File: src/verilog/bsl_pkg.sv
// Constants for the buck setpoint and ceiling register bank
package bsl_pkg;

  localparam int unsigned NUM_REGS = 5;
  localparam int unsigned AW       = 8;
  localparam int unsigned DW       = 8;

  // Register indices
  localparam int unsigned IDX_B2_NORMAL = 0;
  localparam int unsigned IDX_B2_SCALED = 1;
  localparam int unsigned IDX_B2_CEIL   = 2;
  localparam int unsigned IDX_B3_NORMAL = 3;
  localparam int unsigned IDX_B3_SCALED = 4;

  // Register offsets
  localparam logic [AW-1:0] OFF_B2_NORMAL = 8'h07;
  localparam logic [AW-1:0] OFF_B2_SCALED = 8'h08;
  localparam logic [AW-1:0] OFF_B2_CEIL   = 8'h09;
  localparam logic [AW-1:0] OFF_B3_NORMAL = 8'h0A;
  localparam logic [AW-1:0] OFF_B3_SCALED = 8'h0B;

  localparam logic [AW-1:0] REG_OFF [NUM_REGS] = '{
    OFF_B2_NORMAL, OFF_B2_SCALED, OFF_B2_CEIL, OFF_B3_NORMAL, OFF_B3_SCALED
  };

  // Implemented bits; the rest read zero and ignore writes
  localparam logic [DW-1:0] MASK_NORMAL = 8'h7F;
  localparam logic [DW-1:0] MASK_FULL   = 8'hFF;

  localparam logic [DW-1:0] REG_MASK [NUM_REGS] = '{
    MASK_NORMAL, MASK_FULL, MASK_FULL, MASK_NORMAL, MASK_FULL
  };

  // Field positions
  localparam int unsigned CODE_W    = 6;
  localparam int unsigned CODE_LSB  = 0;
  localparam int unsigned CODE_MSB  = 5;
  localparam int unsigned SRC_BIT   = 6;
  localparam int unsigned RANGE_W   = 2;
  localparam int unsigned RANGE_LSB = 6;
  localparam int unsigned RANGE_MSB = 7;

  // Ceiling values that leave the ceiling register unlocked
  localparam logic [CODE_W-1:0] CEIL_OPEN_HI = 6'h3F;
  localparam logic [CODE_W-1:0] CEIL_OPEN_LO = 6'h00;

  localparam logic [DW-1:0] RD_IDLE = 8'h00;

endpackage : bsl_pkg

File: src/verilog/bsl_clamp.sv
// Setpoint code clamp against a ceiling
module bsl_clamp (
  // Codes
  input  wire logic [5:0] code_i,
  input  wire logic [5:0] ceil_i,
  // Result
  output logic      [5:0] code_o,
  output logic            clamped_o
);

  always_comb begin
    clamped_o = (code_i > ceil_i);
    code_o    = clamped_o ? ceil_i : code_i;
  end

endmodule // bsl_clamp

File: src/verilog/bsl_top.sv
// Buck2 ceiling and buck3 setpoint register bank with effective code outputs
module bsl_top (
  // Clock, reset, enable
  input  wire logic       sys_clk_i,
  input  wire logic       rst_i,
  input  wire logic       ce_i,
  // Register port
  input  wire logic [7:0] addr_i,
  input  wire logic [7:0] wr_data_i,
  input  wire logic       wr_en_i,
  input  wire logic       rd_en_i,
  output logic      [7:0] rd_data_o,
  // One-time-programmed defaults
  input  wire logic [7:0] otp_buck2_normal_i,
  input  wire logic [7:0] otp_buck2_scaled_i,
  input  wire logic [7:0] otp_buck2_ceiling_i,
  input  wire logic [7:0] otp_buck3_normal_i,
  input  wire logic [7:0] otp_buck3_scaled_i,
  input  wire logic [1:0] otp_buck3_range_i,
  // Pins
  input  wire logic       config_strap_pin_i,
  input  wire logic       buck3_setpoint_select_pin_i,
  // Converter side
  output logic      [1:0] buck2_range_o,
  output logic      [5:0] buck2_code_o,
  output logic            buck2_clamped_o,
  output logic            buck2_locked_o,
  output logic      [1:0] buck3_range_o,
  output logic      [5:0] buck3_code_o,
  output logic            buck3_use_scaled_o
);

  logic [7:0] regs_q [bsl_pkg::NUM_REGS];
  logic [7:0] otp_w  [bsl_pkg::NUM_REGS];
  logic [bsl_pkg::NUM_REGS-1:0] wr_hit_w;
  logic [bsl_pkg::NUM_REGS-1:0] rd_hit_w;
  logic [7:0] rd_d;
  logic [5:0] ceil_w;
  logic       locked_w;
  logic       b2_src_w;
  logic [5:0] b2_raw_w;
  logic [5:0] b2_clamp_w;
  logic       b2_clamped_w;
  logic       b3_use_scaled_d;
  logic [5:0] b3_code_d;
  logic [1:0] b3_range_q;
  logic       rst_dly_q;
  logic       chk_off_w;

  assign otp_w[bsl_pkg::IDX_B2_NORMAL] = otp_buck2_normal_i;
  assign otp_w[bsl_pkg::IDX_B2_SCALED] = otp_buck2_scaled_i;
  assign otp_w[bsl_pkg::IDX_B2_CEIL]   = otp_buck2_ceiling_i;
  assign otp_w[bsl_pkg::IDX_B3_NORMAL] = otp_buck3_normal_i;
  assign otp_w[bsl_pkg::IDX_B3_SCALED] = otp_buck3_scaled_i;

  // Ceiling lock state
  assign ceil_w   = regs_q[bsl_pkg::IDX_B2_CEIL][bsl_pkg::CODE_MSB:bsl_pkg::CODE_LSB];
  assign locked_w = (ceil_w != bsl_pkg::CEIL_OPEN_HI) &&
                    (ceil_w != bsl_pkg::CEIL_OPEN_LO);

  // Register storage, one entry per register
  for (genvar g = 0; g < bsl_pkg::NUM_REGS; g++) begin : g_reg
    assign wr_hit_w[g] = wr_en_i && (addr_i == bsl_pkg::REG_OFF[g]);
    assign rd_hit_w[g] = rd_en_i && (addr_i == bsl_pkg::REG_OFF[g]);

    always_ff @(posedge sys_clk_i) begin
      if (rst_i) begin
        regs_q[g] <= otp_w[g] & bsl_pkg::REG_MASK[g];
      end else if (ce_i && wr_hit_w[g] &&
                   !((g == bsl_pkg::IDX_B2_CEIL) && locked_w)) begin
        regs_q[g] <= wr_data_i & bsl_pkg::REG_MASK[g];
      end
    end
  end

  // Read data, valid only in the cycle after the strobe
  always_comb begin
    rd_d = bsl_pkg::RD_IDLE;
    for (int i = 0; i < bsl_pkg::NUM_REGS; i++) begin
      if (rd_hit_w[i]) begin
        rd_d = regs_q[i];
      end
    end
  end

  always_ff @(posedge sys_clk_i) begin
    if (rst_i) begin
      rd_data_o <= bsl_pkg::RD_IDLE;
    end else if (ce_i) begin
      rd_data_o <= rd_d;
    end
  end

  // Buck2 effective code
  assign b2_src_w = regs_q[bsl_pkg::IDX_B2_NORMAL][bsl_pkg::SRC_BIT];
  assign b2_raw_w = b2_src_w ?
    regs_q[bsl_pkg::IDX_B2_SCALED][bsl_pkg::CODE_MSB:bsl_pkg::CODE_LSB] :
    regs_q[bsl_pkg::IDX_B2_NORMAL][bsl_pkg::CODE_MSB:bsl_pkg::CODE_LSB];

  bsl_clamp bsl_clamp_i (
    .code_i    (b2_raw_w),
    .ceil_i    (ceil_w),
    .code_o    (b2_clamp_w),
    .clamped_o (b2_clamped_w)
  );

  always_ff @(posedge sys_clk_i) begin
    if (rst_i) begin
      buck2_range_o   <= '0;
      buck2_code_o    <= '0;
      buck2_clamped_o <= 1'b0;
      buck2_locked_o  <= 1'b0;
    end else if (ce_i) begin
      buck2_range_o   <= regs_q[bsl_pkg::IDX_B2_CEIL][bsl_pkg::RANGE_MSB:bsl_pkg::RANGE_LSB];
      buck2_code_o    <= b2_clamp_w;
      buck2_clamped_o <= b2_clamped_w;
      buck2_locked_o  <= locked_w;
    end
  end

  // Buck3 source selection and effective code
  always_comb begin
    b3_use_scaled_d = regs_q[bsl_pkg::IDX_B3_NORMAL][bsl_pkg::SRC_BIT] ||
                      (!config_strap_pin_i && buck3_setpoint_select_pin_i);
    b3_code_d = b3_use_scaled_d ?
      regs_q[bsl_pkg::IDX_B3_SCALED][bsl_pkg::CODE_MSB:bsl_pkg::CODE_LSB] :
      regs_q[bsl_pkg::IDX_B3_NORMAL][bsl_pkg::CODE_MSB:bsl_pkg::CODE_LSB];
  end

  always_ff @(posedge sys_clk_i) begin
    if (rst_i) begin
      b3_range_q <= otp_buck3_range_i;
    end
  end

  always_ff @(posedge sys_clk_i) begin
    if (rst_i) begin
      buck3_range_o      <= '0;
      buck3_code_o       <= '0;
      buck3_use_scaled_o <= 1'b0;
    end else if (ce_i) begin
      buck3_range_o      <= b3_range_q;
      buck3_code_o       <= b3_code_d;
      buck3_use_scaled_o <= b3_use_scaled_d;
    end
  end

  // Checks stay off through the edge that leaves reset, whose outputs are still cleared
  always_ff @(posedge sys_clk_i) begin
    rst_dly_q <= rst_i;
  end

  assign chk_off_w = rst_i || rst_dly_q;

  // Assertions
  property p_range_follow;
    @(posedge sys_clk_i) disable iff (chk_off_w)
    ce_i |=> buck2_range_o ==
             $past(regs_q[bsl_pkg::IDX_B2_CEIL][bsl_pkg::RANGE_MSB:bsl_pkg::RANGE_LSB]);
  endproperty
  a_range_follow: assert property (p_range_follow)
    else $error("Buck2 range output does not follow range field");

  property p_code_below_ceiling;
    @(posedge sys_clk_i) disable iff (chk_off_w)
    ce_i |=> buck2_code_o <= $past(ceil_w);
  endproperty
  a_code_below_ceiling: assert property (p_code_below_ceiling)
    else $error("Buck2 code exceeds ceiling");

  property p_clamp_substitute;
    @(posedge sys_clk_i) disable iff (chk_off_w)
    (ce_i && (b2_raw_w > ceil_w)) |=> (buck2_code_o == $past(ceil_w)) && buck2_clamped_o;
  endproperty
  a_clamp_substitute: assert property (p_clamp_substitute)
    else $error("Over-ceiling code not replaced by ceiling");

  property p_pass_through;
    @(posedge sys_clk_i) disable iff (chk_off_w)
    (ce_i && (b2_raw_w <= ceil_w)) |=> (buck2_code_o == $past(b2_raw_w)) && !buck2_clamped_o;
  endproperty
  a_pass_through: assert property (p_pass_through)
    else $error("In-range buck2 code altered");

  property p_lock_blocks;
    @(posedge sys_clk_i) disable iff (chk_off_w)
    (locked_w && wr_en_i && (addr_i == bsl_pkg::OFF_B2_CEIL))
      |=> $stable(regs_q[bsl_pkg::IDX_B2_CEIL]) ##1 (buck2_locked_o || !$past(ce_i));
  endproperty
  a_lock_blocks: assert property (p_lock_blocks)
    else $error("Locked ceiling register changed by a write");

  property p_open_write;
    @(posedge sys_clk_i) disable iff (chk_off_w)
    (!locked_w && ce_i && wr_en_i && (addr_i == bsl_pkg::OFF_B2_CEIL))
      |=> regs_q[bsl_pkg::IDX_B2_CEIL] == $past(wr_data_i);
  endproperty
  a_open_write: assert property (p_open_write)
    else $error("Open ceiling register did not take a write");

  property p_lock_flag;
    @(posedge sys_clk_i) disable iff (chk_off_w)
    ce_i |=> buck2_locked_o == $past((ceil_w != bsl_pkg::CEIL_OPEN_HI) &&
                                     (ceil_w != bsl_pkg::CEIL_OPEN_LO));
  endproperty
  a_lock_flag: assert property (p_lock_flag)
    else $error("Buck2 lock flag does not match ceiling value");

  property p_otp_load;
    @(posedge sys_clk_i)
    $fell(rst_i) |-> (regs_q[bsl_pkg::IDX_B2_CEIL] == $past(otp_buck2_ceiling_i)) &&
                     (regs_q[bsl_pkg::IDX_B3_SCALED] == $past(otp_buck3_scaled_i));
  endproperty
  a_otp_load: assert property (p_otp_load)
    else $error("Register not loaded from programmed default at reset");

  property p_b3_range_load;
    @(posedge sys_clk_i)
    $fell(rst_i) |-> b3_range_q == $past(otp_buck3_range_i);
  endproperty
  a_b3_range_load: assert property (p_b3_range_load)
    else $error("Buck3 range not loaded from programmed default at reset");

  property p_select;
    @(posedge sys_clk_i) disable iff (chk_off_w)
    ce_i |=> buck3_use_scaled_o == $past(regs_q[bsl_pkg::IDX_B3_NORMAL][bsl_pkg::SRC_BIT] ||
                                        (!config_strap_pin_i && buck3_setpoint_select_pin_i));
  endproperty
  a_select: assert property (p_select)
    else $error("Buck3 source selection wrong");

  property p_b3_code;
    @(posedge sys_clk_i) disable iff (chk_off_w)
    (ce_i ##1 ce_i) |-> buck3_use_scaled_o ?
      (buck3_code_o ==
       $past(regs_q[bsl_pkg::IDX_B3_SCALED][bsl_pkg::CODE_MSB:bsl_pkg::CODE_LSB])) :
      (buck3_code_o ==
       $past(regs_q[bsl_pkg::IDX_B3_NORMAL][bsl_pkg::CODE_MSB:bsl_pkg::CODE_LSB]));
  endproperty
  a_b3_code: assert property (p_b3_code)
    else $error("Buck3 code not taken from selected register");

  property p_rsvd_zero;
    @(posedge sys_clk_i) disable iff (chk_off_w)
    (ce_i && rd_en_i && (addr_i == bsl_pkg::OFF_B3_NORMAL)) |=> !rd_data_o[bsl_pkg::DW-1];
  endproperty
  a_rsvd_zero: assert property (p_rsvd_zero)
    else $error("Buck3 normal setpoint top bit reads one");

  property p_rsvd_write;
    @(posedge sys_clk_i) disable iff (chk_off_w)
    (ce_i && wr_en_i && (addr_i == bsl_pkg::OFF_B3_NORMAL))
      |=> regs_q[bsl_pkg::IDX_B3_NORMAL] == ($past(wr_data_i) & bsl_pkg::MASK_NORMAL);
  endproperty
  a_rsvd_write: assert property (p_rsvd_write)
    else $error("Buck3 normal setpoint top bit took a write");

  property p_rd_ceiling;
    @(posedge sys_clk_i) disable iff (chk_off_w)
    (ce_i && rd_en_i && (addr_i == bsl_pkg::OFF_B2_CEIL))
      |=> rd_data_o == $past(regs_q[bsl_pkg::IDX_B2_CEIL]);
  endproperty
  a_rd_ceiling: assert property (p_rd_ceiling)
    else $error("Ceiling register read data wrong");

  property p_rd_idle;
    @(posedge sys_clk_i) disable iff (chk_off_w)
    (ce_i && !rd_en_i) |=> rd_data_o == bsl_pkg::RD_IDLE;
  endproperty
  a_rd_idle: assert property (p_rd_idle)
    else $error("Read data not idle without read strobe");

  property p_ce_freeze;
    @(posedge sys_clk_i) disable iff (chk_off_w)
    !ce_i |=> $stable(buck2_code_o) && $stable(buck3_code_o) && $stable(rd_data_o) &&
              $stable(regs_q[bsl_pkg::IDX_B3_SCALED]);
  endproperty
  a_ce_freeze: assert property (p_ce_freeze)
    else $error("State changed while clock enable low");

  property p_cov_locked_write;
    @(posedge sys_clk_i) disable iff (chk_off_w)
    locked_w && wr_en_i && (addr_i == bsl_pkg::OFF_B2_CEIL);
  endproperty
  c_locked_write: cover property (p_cov_locked_write);

  property p_cov_clamp;
    @(posedge sys_clk_i) disable iff (chk_off_w)
    buck2_clamped_o;
  endproperty
  c_clamp: cover property (p_cov_clamp);

  property p_cov_pin_select;
    @(posedge sys_clk_i) disable iff (chk_off_w)
    !config_strap_pin_i && buck3_setpoint_select_pin_i ##1 buck3_use_scaled_o;
  endproperty
  c_pin_select: cover property (p_cov_pin_select);

  property p_cov_otp_lock;
    @(posedge sys_clk_i) disable iff (chk_off_w)
    $fell(rst_i) ##1 buck2_locked_o;
  endproperty
  c_otp_lock: cover property (p_cov_otp_lock);

  property p_cov_frozen_write;
    @(posedge sys_clk_i) disable iff (chk_off_w)
    !ce_i && wr_en_i;
  endproperty
  c_frozen_write: cover property (p_cov_frozen_write);

endmodule // bsl_top

File: config.mk
export PLATFORM = sky130hd
export DESIGN_NAME = bsl_top
export DESIGN_NICKNAME = d
export VERILOG_FILES = /design/src/verilog/bsl_pkg.sv /design/src/verilog/bsl_clamp.sv /design/src/verilog/bsl_top.sv
export SDC_FILE = /design/constraint.sdc
export NUM_CORES = 1
export LEC_CHECK = 0
export BUFFER_PORTS_ARGS = -buffer_cell sky130_fd_sc_hd__buf_2
export CAP_MARGIN = 10
export CORE_MARGIN = 2
export CORE_UTILIZATION = 59
export CTS_BUF_LIST = sky130_fd_sc_hd__clkbuf_8
export DETAILED_ROUTE_END_ITERATION = 8
export PLACE_DENSITY_LB_ADDON = 0.1
export SYNTH_ARGS = -nofsm -noshare
export SYNTH_HDL_FRONTEND = slang
export SYNTH_SLANG_ARGS = --single-unit
export TNS_END_PERCENT = 20
File: constraint.sdc
create_clock -name sys_clk_i -period 6 [get_ports sys_clk_i]
set_input_delay 0.6 -clock sys_clk_i [delete_from_list [all_inputs] [get_ports sys_clk_i]]
set_output_delay 0.6 -clock sys_clk_i [all_outputs]
set_load 0.1 [all_outputs]
## Yosys cells after proc, flatten, opt, wreduce, memory -nomap -nowiden

Memory sizes are Yosys's and may differ from the RTL's.
Cells that the tools add are included.

| storage, ports and cells | value |
|---|---|
| memories | 1 |
| memory bits (writable) | 40 |
| register bits after elaboration | 29 |
| input port bits | 65 |
| output and inout bits | 27 |
| bits in latches | 0 |
| word-level logic and storage cells | 74 |
| bits in read-only memories | 0 |

Memory list:

| name | depth | width | read ports | clocked after memory_dff | write ports | line | RTL |
|---|---|---|---|---|---|---|---|
| regs_q | 5 | 8 | 5 | 0 | 5 | bsl_top.sv:33 | `logic [7:0] regs_q [bsl_pkg::NUM_REGS];` |

| operators by class | value |
|---|---|
| mux-type cells | 30 |
| reduce and logical (&&, ||, !) cells | 22 |
| equality and inequality tests | 6 |
| multipliers | 0 |
| magnitude comparators | 1 |
| add/sub/neg operators | 0 |
| bitwise gates (word level) | 5 |
| shift operators | 0 |
| div/mod/pow operators | 0 |

Operators with widths:

| kind | count |
|---|---|
| $mux W8 | 10 |
| $eq A8 B4 Y1 const B | 4 |
| $logic_and A1 B1 Y1 | 18 |
| $mux W6 | 3 |
| $mux W1 | 17 |
| $eq A8 B3 Y1 const B | 1 |
| $gt A6 B6 Y1 | 1 |
| $ne A6 B6 Y1 const B | 1 |
| $reduce_bool A6 Y1 | 1 |
| $or A1 B1 Y1 | 5 |
| $logic_not A1 Y1 | 2 |
| $logic_or A1 B1 Y1 | 1 |

## Depth between registers and ports, before layout

| depth | value |
|---|---|
| depth in word-level cells | 8 |
| gate-level depth with buffers | 9 |
| gate-level depth less buffers | 7 |

## Cells and area by module

A second synthesis with hierarchy kept.

| unflattened totals | value |
|---|---|
| cell total of the unflattened synthesis | 318 |
| area total of the unflattened synthesis | 3568.4 µm² |

By module, submodules not included:

| module | area an instance (µm²) | seq. area each (µm²) | cells an instance | times used |
|---|---|---|---|---|
| bsl_top | 3343.2 | 1741.7 | 290 | 1 |
| bsl_clamp | 225.2 | 0.0 | 28 | 1 |

## Least setup slack after synthesis

No wires, ideal clock.

| path | value |
|---|---|
| path type | input to register |
| start | input port addr_i[5] |
| end | memory regs_q[0][0], enable pin |
| required time | 5.617 ns |
| path buffers | 2 |
| path slack | 3.508 ns |
| arrival time | 2.109 ns |
| library setup time | 0.383 ns |
| cell stages on the path | 4 |
| cells stage by stage | or4_4 buf_6 buf_6 o31ai_1 |

RTL lines:

| element | line | RTL |
|---|---|---|
| start: declaration | bsl_top.sv:8 | `input wire logic [7:0] addr_i,` |
| end: declaration | bsl_top.sv:33 |  |

==> impl_metrics.env <==
export IMPL_status="finished, final reports clean"
export IMPL_dpl_worst_slack_ns=2.92
export IMPL_clock_path_buffers=2
export IMPL_insertion_delay_ns=0.35
export IMPL_drtAntennaViolNets=0
export IMPL_cts_resized_gates=0
export IMPL_place_gp_congestion=0.931
export IMPL_synth_seq_area_share_pct=48.0
export IMPL_ys_types=45
export IMPL_finalInstanceArea_um2=4270
export IMPL_report_final_slew_viol_count=0
export IMPL_core_um2=5920
export IMPL_syn_to_final_growth_pct=17.6
export IMPL_rows=28
export IMPL_start_kind="input pin"
export IMPL_crit_arrival_ns=2.83
export IMPL_grt_pass1_vias=2603
export IMPL_netlist_area_um2=3630
export IMPL_cts_buffers=9
export IMPL_met1_usage_pct=37.8
export IMPL_tightest_slew_ns=0.823
export IMPL_crit_fanout=47
export IMPL_ff2ff_setup_slack_ns=3.56
export IMPL_port_buffers=89
export IMPL_synth_simple_gate_area_share_pct=15.6
export IMPL_r2r_end="buck2_code_o[0]"
export IMPL_cts_setup_buffers=0
export IMPL_p_total_uw=1190
export IMPL_synth_compound_area_share_pct=11.8
export IMPL_ys_ff_latch=67
export IMPL_routed_via_density=5.90
export IMPL_critPathCaptureType="flop"
export IMPL_initial_utilization_pct=61.3
export IMPL_synthAdderAreaFrac_pct=2.07
export IMPL_path_class="input pin to flop"
export IMPL_clock_sinks=67
export IMPL_drv_cap=0
export IMPL_grt_antenna_before_repair=0
export IMPL_ioPinCount=92
export IMPL_synth_edff_count=40
export IMPL_most_common_layout_cells="90 x buf_2, 46 x mux2_2, 40 x edfxtp_1"
export IMPL_insertedDiodeCount=0
export IMPL_grt_use_total_pct=27.3
export IMPL_rr_worst_depth=6
export IMPL_final_layout_size_suffix_gt1_share_pct=38.5
export IMPL_relSlewSlack_pct=45.1
export IMPL_holdCritPathClass="input pin to flop"
export IMPL_syn_nets=406
export IMPL_finClkSkew_ns=0.00764
export IMPL_die_area_um2=6800
export IMPL_htreeDepth=3
export IMPL_die_h_um=82.4
export IMPL_drt_iter0_drc=242
export IMPL_synth_ff_type="edfxtp_1"
export IMPL_wl_mm=8.86
export IMPL_finalCriticalPeriod_ns=2.72
export IMPL_netlist_instances=335
export IMPL_cts_clk_slew_worst_paths_ns=0.07
export IMPL_wl_per_cell_um=17.9
export IMPL_overflow=0
export IMPL_yosys_warnings=0
export IMPL_dp_hpwl_mm=6.60
export IMPL_clock_fmax_ghz=0.367
export IMPL_critPathRequiredTime_ns=6.10
export IMPL_synthXorXnorAreaFrac_pct=0
export IMPL_die_w_um=82.4
export IMPL_first_pass_iters=5
export IMPL_reg2reg_from="regs_q[0][6]"
export IMPL_drc=0
export IMPL_cts_tree="built"
export IMPL_avgSynthCellArea_um2=10.8
export IMPL_grtUsageMet3_pct=5.43
export IMPL_final_common_cell="buf_2"
export IMPL_grt_max_degree=48
export IMPL_num_vias=2925
export IMPL_grt_pass1_wl_mm=13.3
export IMPL_timing_final_ws_setup_ns=3.28
export IMPL_fin_nets=487
export IMPL_use_met2_pct=40.6
export IMPL_grt_busiest_layer="met2"
export IMPL_synthArstFlopShare_pct=0
export IMPL_fin_crit_sh_pct=45.4
export IMPL_synth_top_family_by_area="multiplexers"
export IMPL_setup_violations=0
export IMPL_power_leakage_uw=0.00175
export IMPL_synthMuxAreaShare_pct=17.6
export IMPL_place_area_um2=4060
export IMPL_power_density_nw_per_um2=278
export IMPL_vdd_drop_max_uv=243
export IMPL_hold_violations=0
export IMPL_rsz0062_at_grt="false"
export IMPL_cts_root_buf="clkbuf_8"
export IMPL_final_setup_tns_ns=0
export IMPL_cts_hold_buf=0
export IMPL_startpoint="ce_i"
export IMPL_cp_endpoint="regs_q[4][1]"
[synthesized netlist by cell type (5+ instances only)]
cell type,number,area [um^2]
a311oi_1,6,52.6
edfxtp_1,40,1200
ha_1,6,75.1
o22ai_1,6,37.5
a21oi_1,10,50.1
nand2_1,23,86.3
nor4_1,14,87.6
a211oi_1,8,60.1
mux2_2,46,518
nor2_1,34,128
dfxtp_1,27,541
inv_1,19,71.3
o21ai_0,7,35.0
nand2b_1,11,68.8
mux2i_1,12,120
o311ai_0,8,70.1
o221ai_1,5,43.8
clkbuf_1,13,48.8
[sequential cells by signal, indices dropped and copies added (netlist names)]
| signal | cells |
|---|---|
| buck2_code_o | 6 |
| buck3_code_o | 6 |
| buck2_range_o | 2 |
| regs_q | 38 |
| b3_range_q | 2 |
| buck2_clamped_o | 1 |
| buck3_use_scaled_o | 1 |
| rd_data_o | 8 |
| buck2_locked_o | 1 |
| buck3_range_o | 2 |
[metal layers]
metal  wire (um)  vias to the layer above  share of wire [%]
li1            -                     1422                  -
met1        4020                     1357                 45
met2        4020                      127                 45
met3         543                       19                6.1
met4         272                        0                3.1
met5           0                        -                  0
[critical path: stages]
cell and delay (ns):
buf_2 0.60, nand2_1 0.37, nor4_4 0.40, and3_1 0.45, mux2_2 0.39
[stage by stage]
step	hold slack [ns]	utilization, %	std cells
2_1_floorplan	0.456	-	335
3_3_place_gp	0.458	68.6	479
3_5_place_dp	0.464	68.6	479
4_1_cts	0.407	72.0	495
5_1_grt	0.412	72.1	496
6_report	0.419	72.1	496
[report_power, final]
group | switching (uW) | total (uW) | internal [uW]
combinational | 191 | 261 | 70.0
sequential | 22.0 | 549 | 527
clock | 172 | 375 | 203
[cell families (layout without fill, tap and decap cells)]
| group | count (synthesis) | count (layout) |
|---|---|---|
| AO/OA/AOI/OAI | 59 | 59 |
| adder cells (fa/ha/maj) | 6 | 6 |
| buffers and inverters | 40 | 126 |
| flip-flops | 67 | 67 |
| multiplexers | 58 | 58 |
| AND/OR/NAND/NOR | 105 | 105 |
[cell type report]
type	instances	area [um^2]
Clock buffer	10	138
Clock inverter	6	63.8
Fill cell	463	1650
Tap cell	75	93.8
Timing Repair Buffer	90	450
Inverter	20	75.1
Multi-Input combinational cell	228	1710
Sequential cell	67	1740
[worst min-delay path by stage]
stage	from	end	cells after the start
after floorplan	b3_range_q[1]	buck3_range_o[1]	2
after detailed placement	rd_data_o[7]	rd_data_o[7]	2
final	otp_buck3_range_i[1]	b3_range_q[1]	1
after global routing	otp_buck3_range_i[1]	b3_range_q[1]	1
after global placement	buck2_clamped_o	buck2_clamped_o	2
after CTS	otp_buck3_range_i[1]	b3_range_q[1]	1
Power figures use the tool's default switching activity.
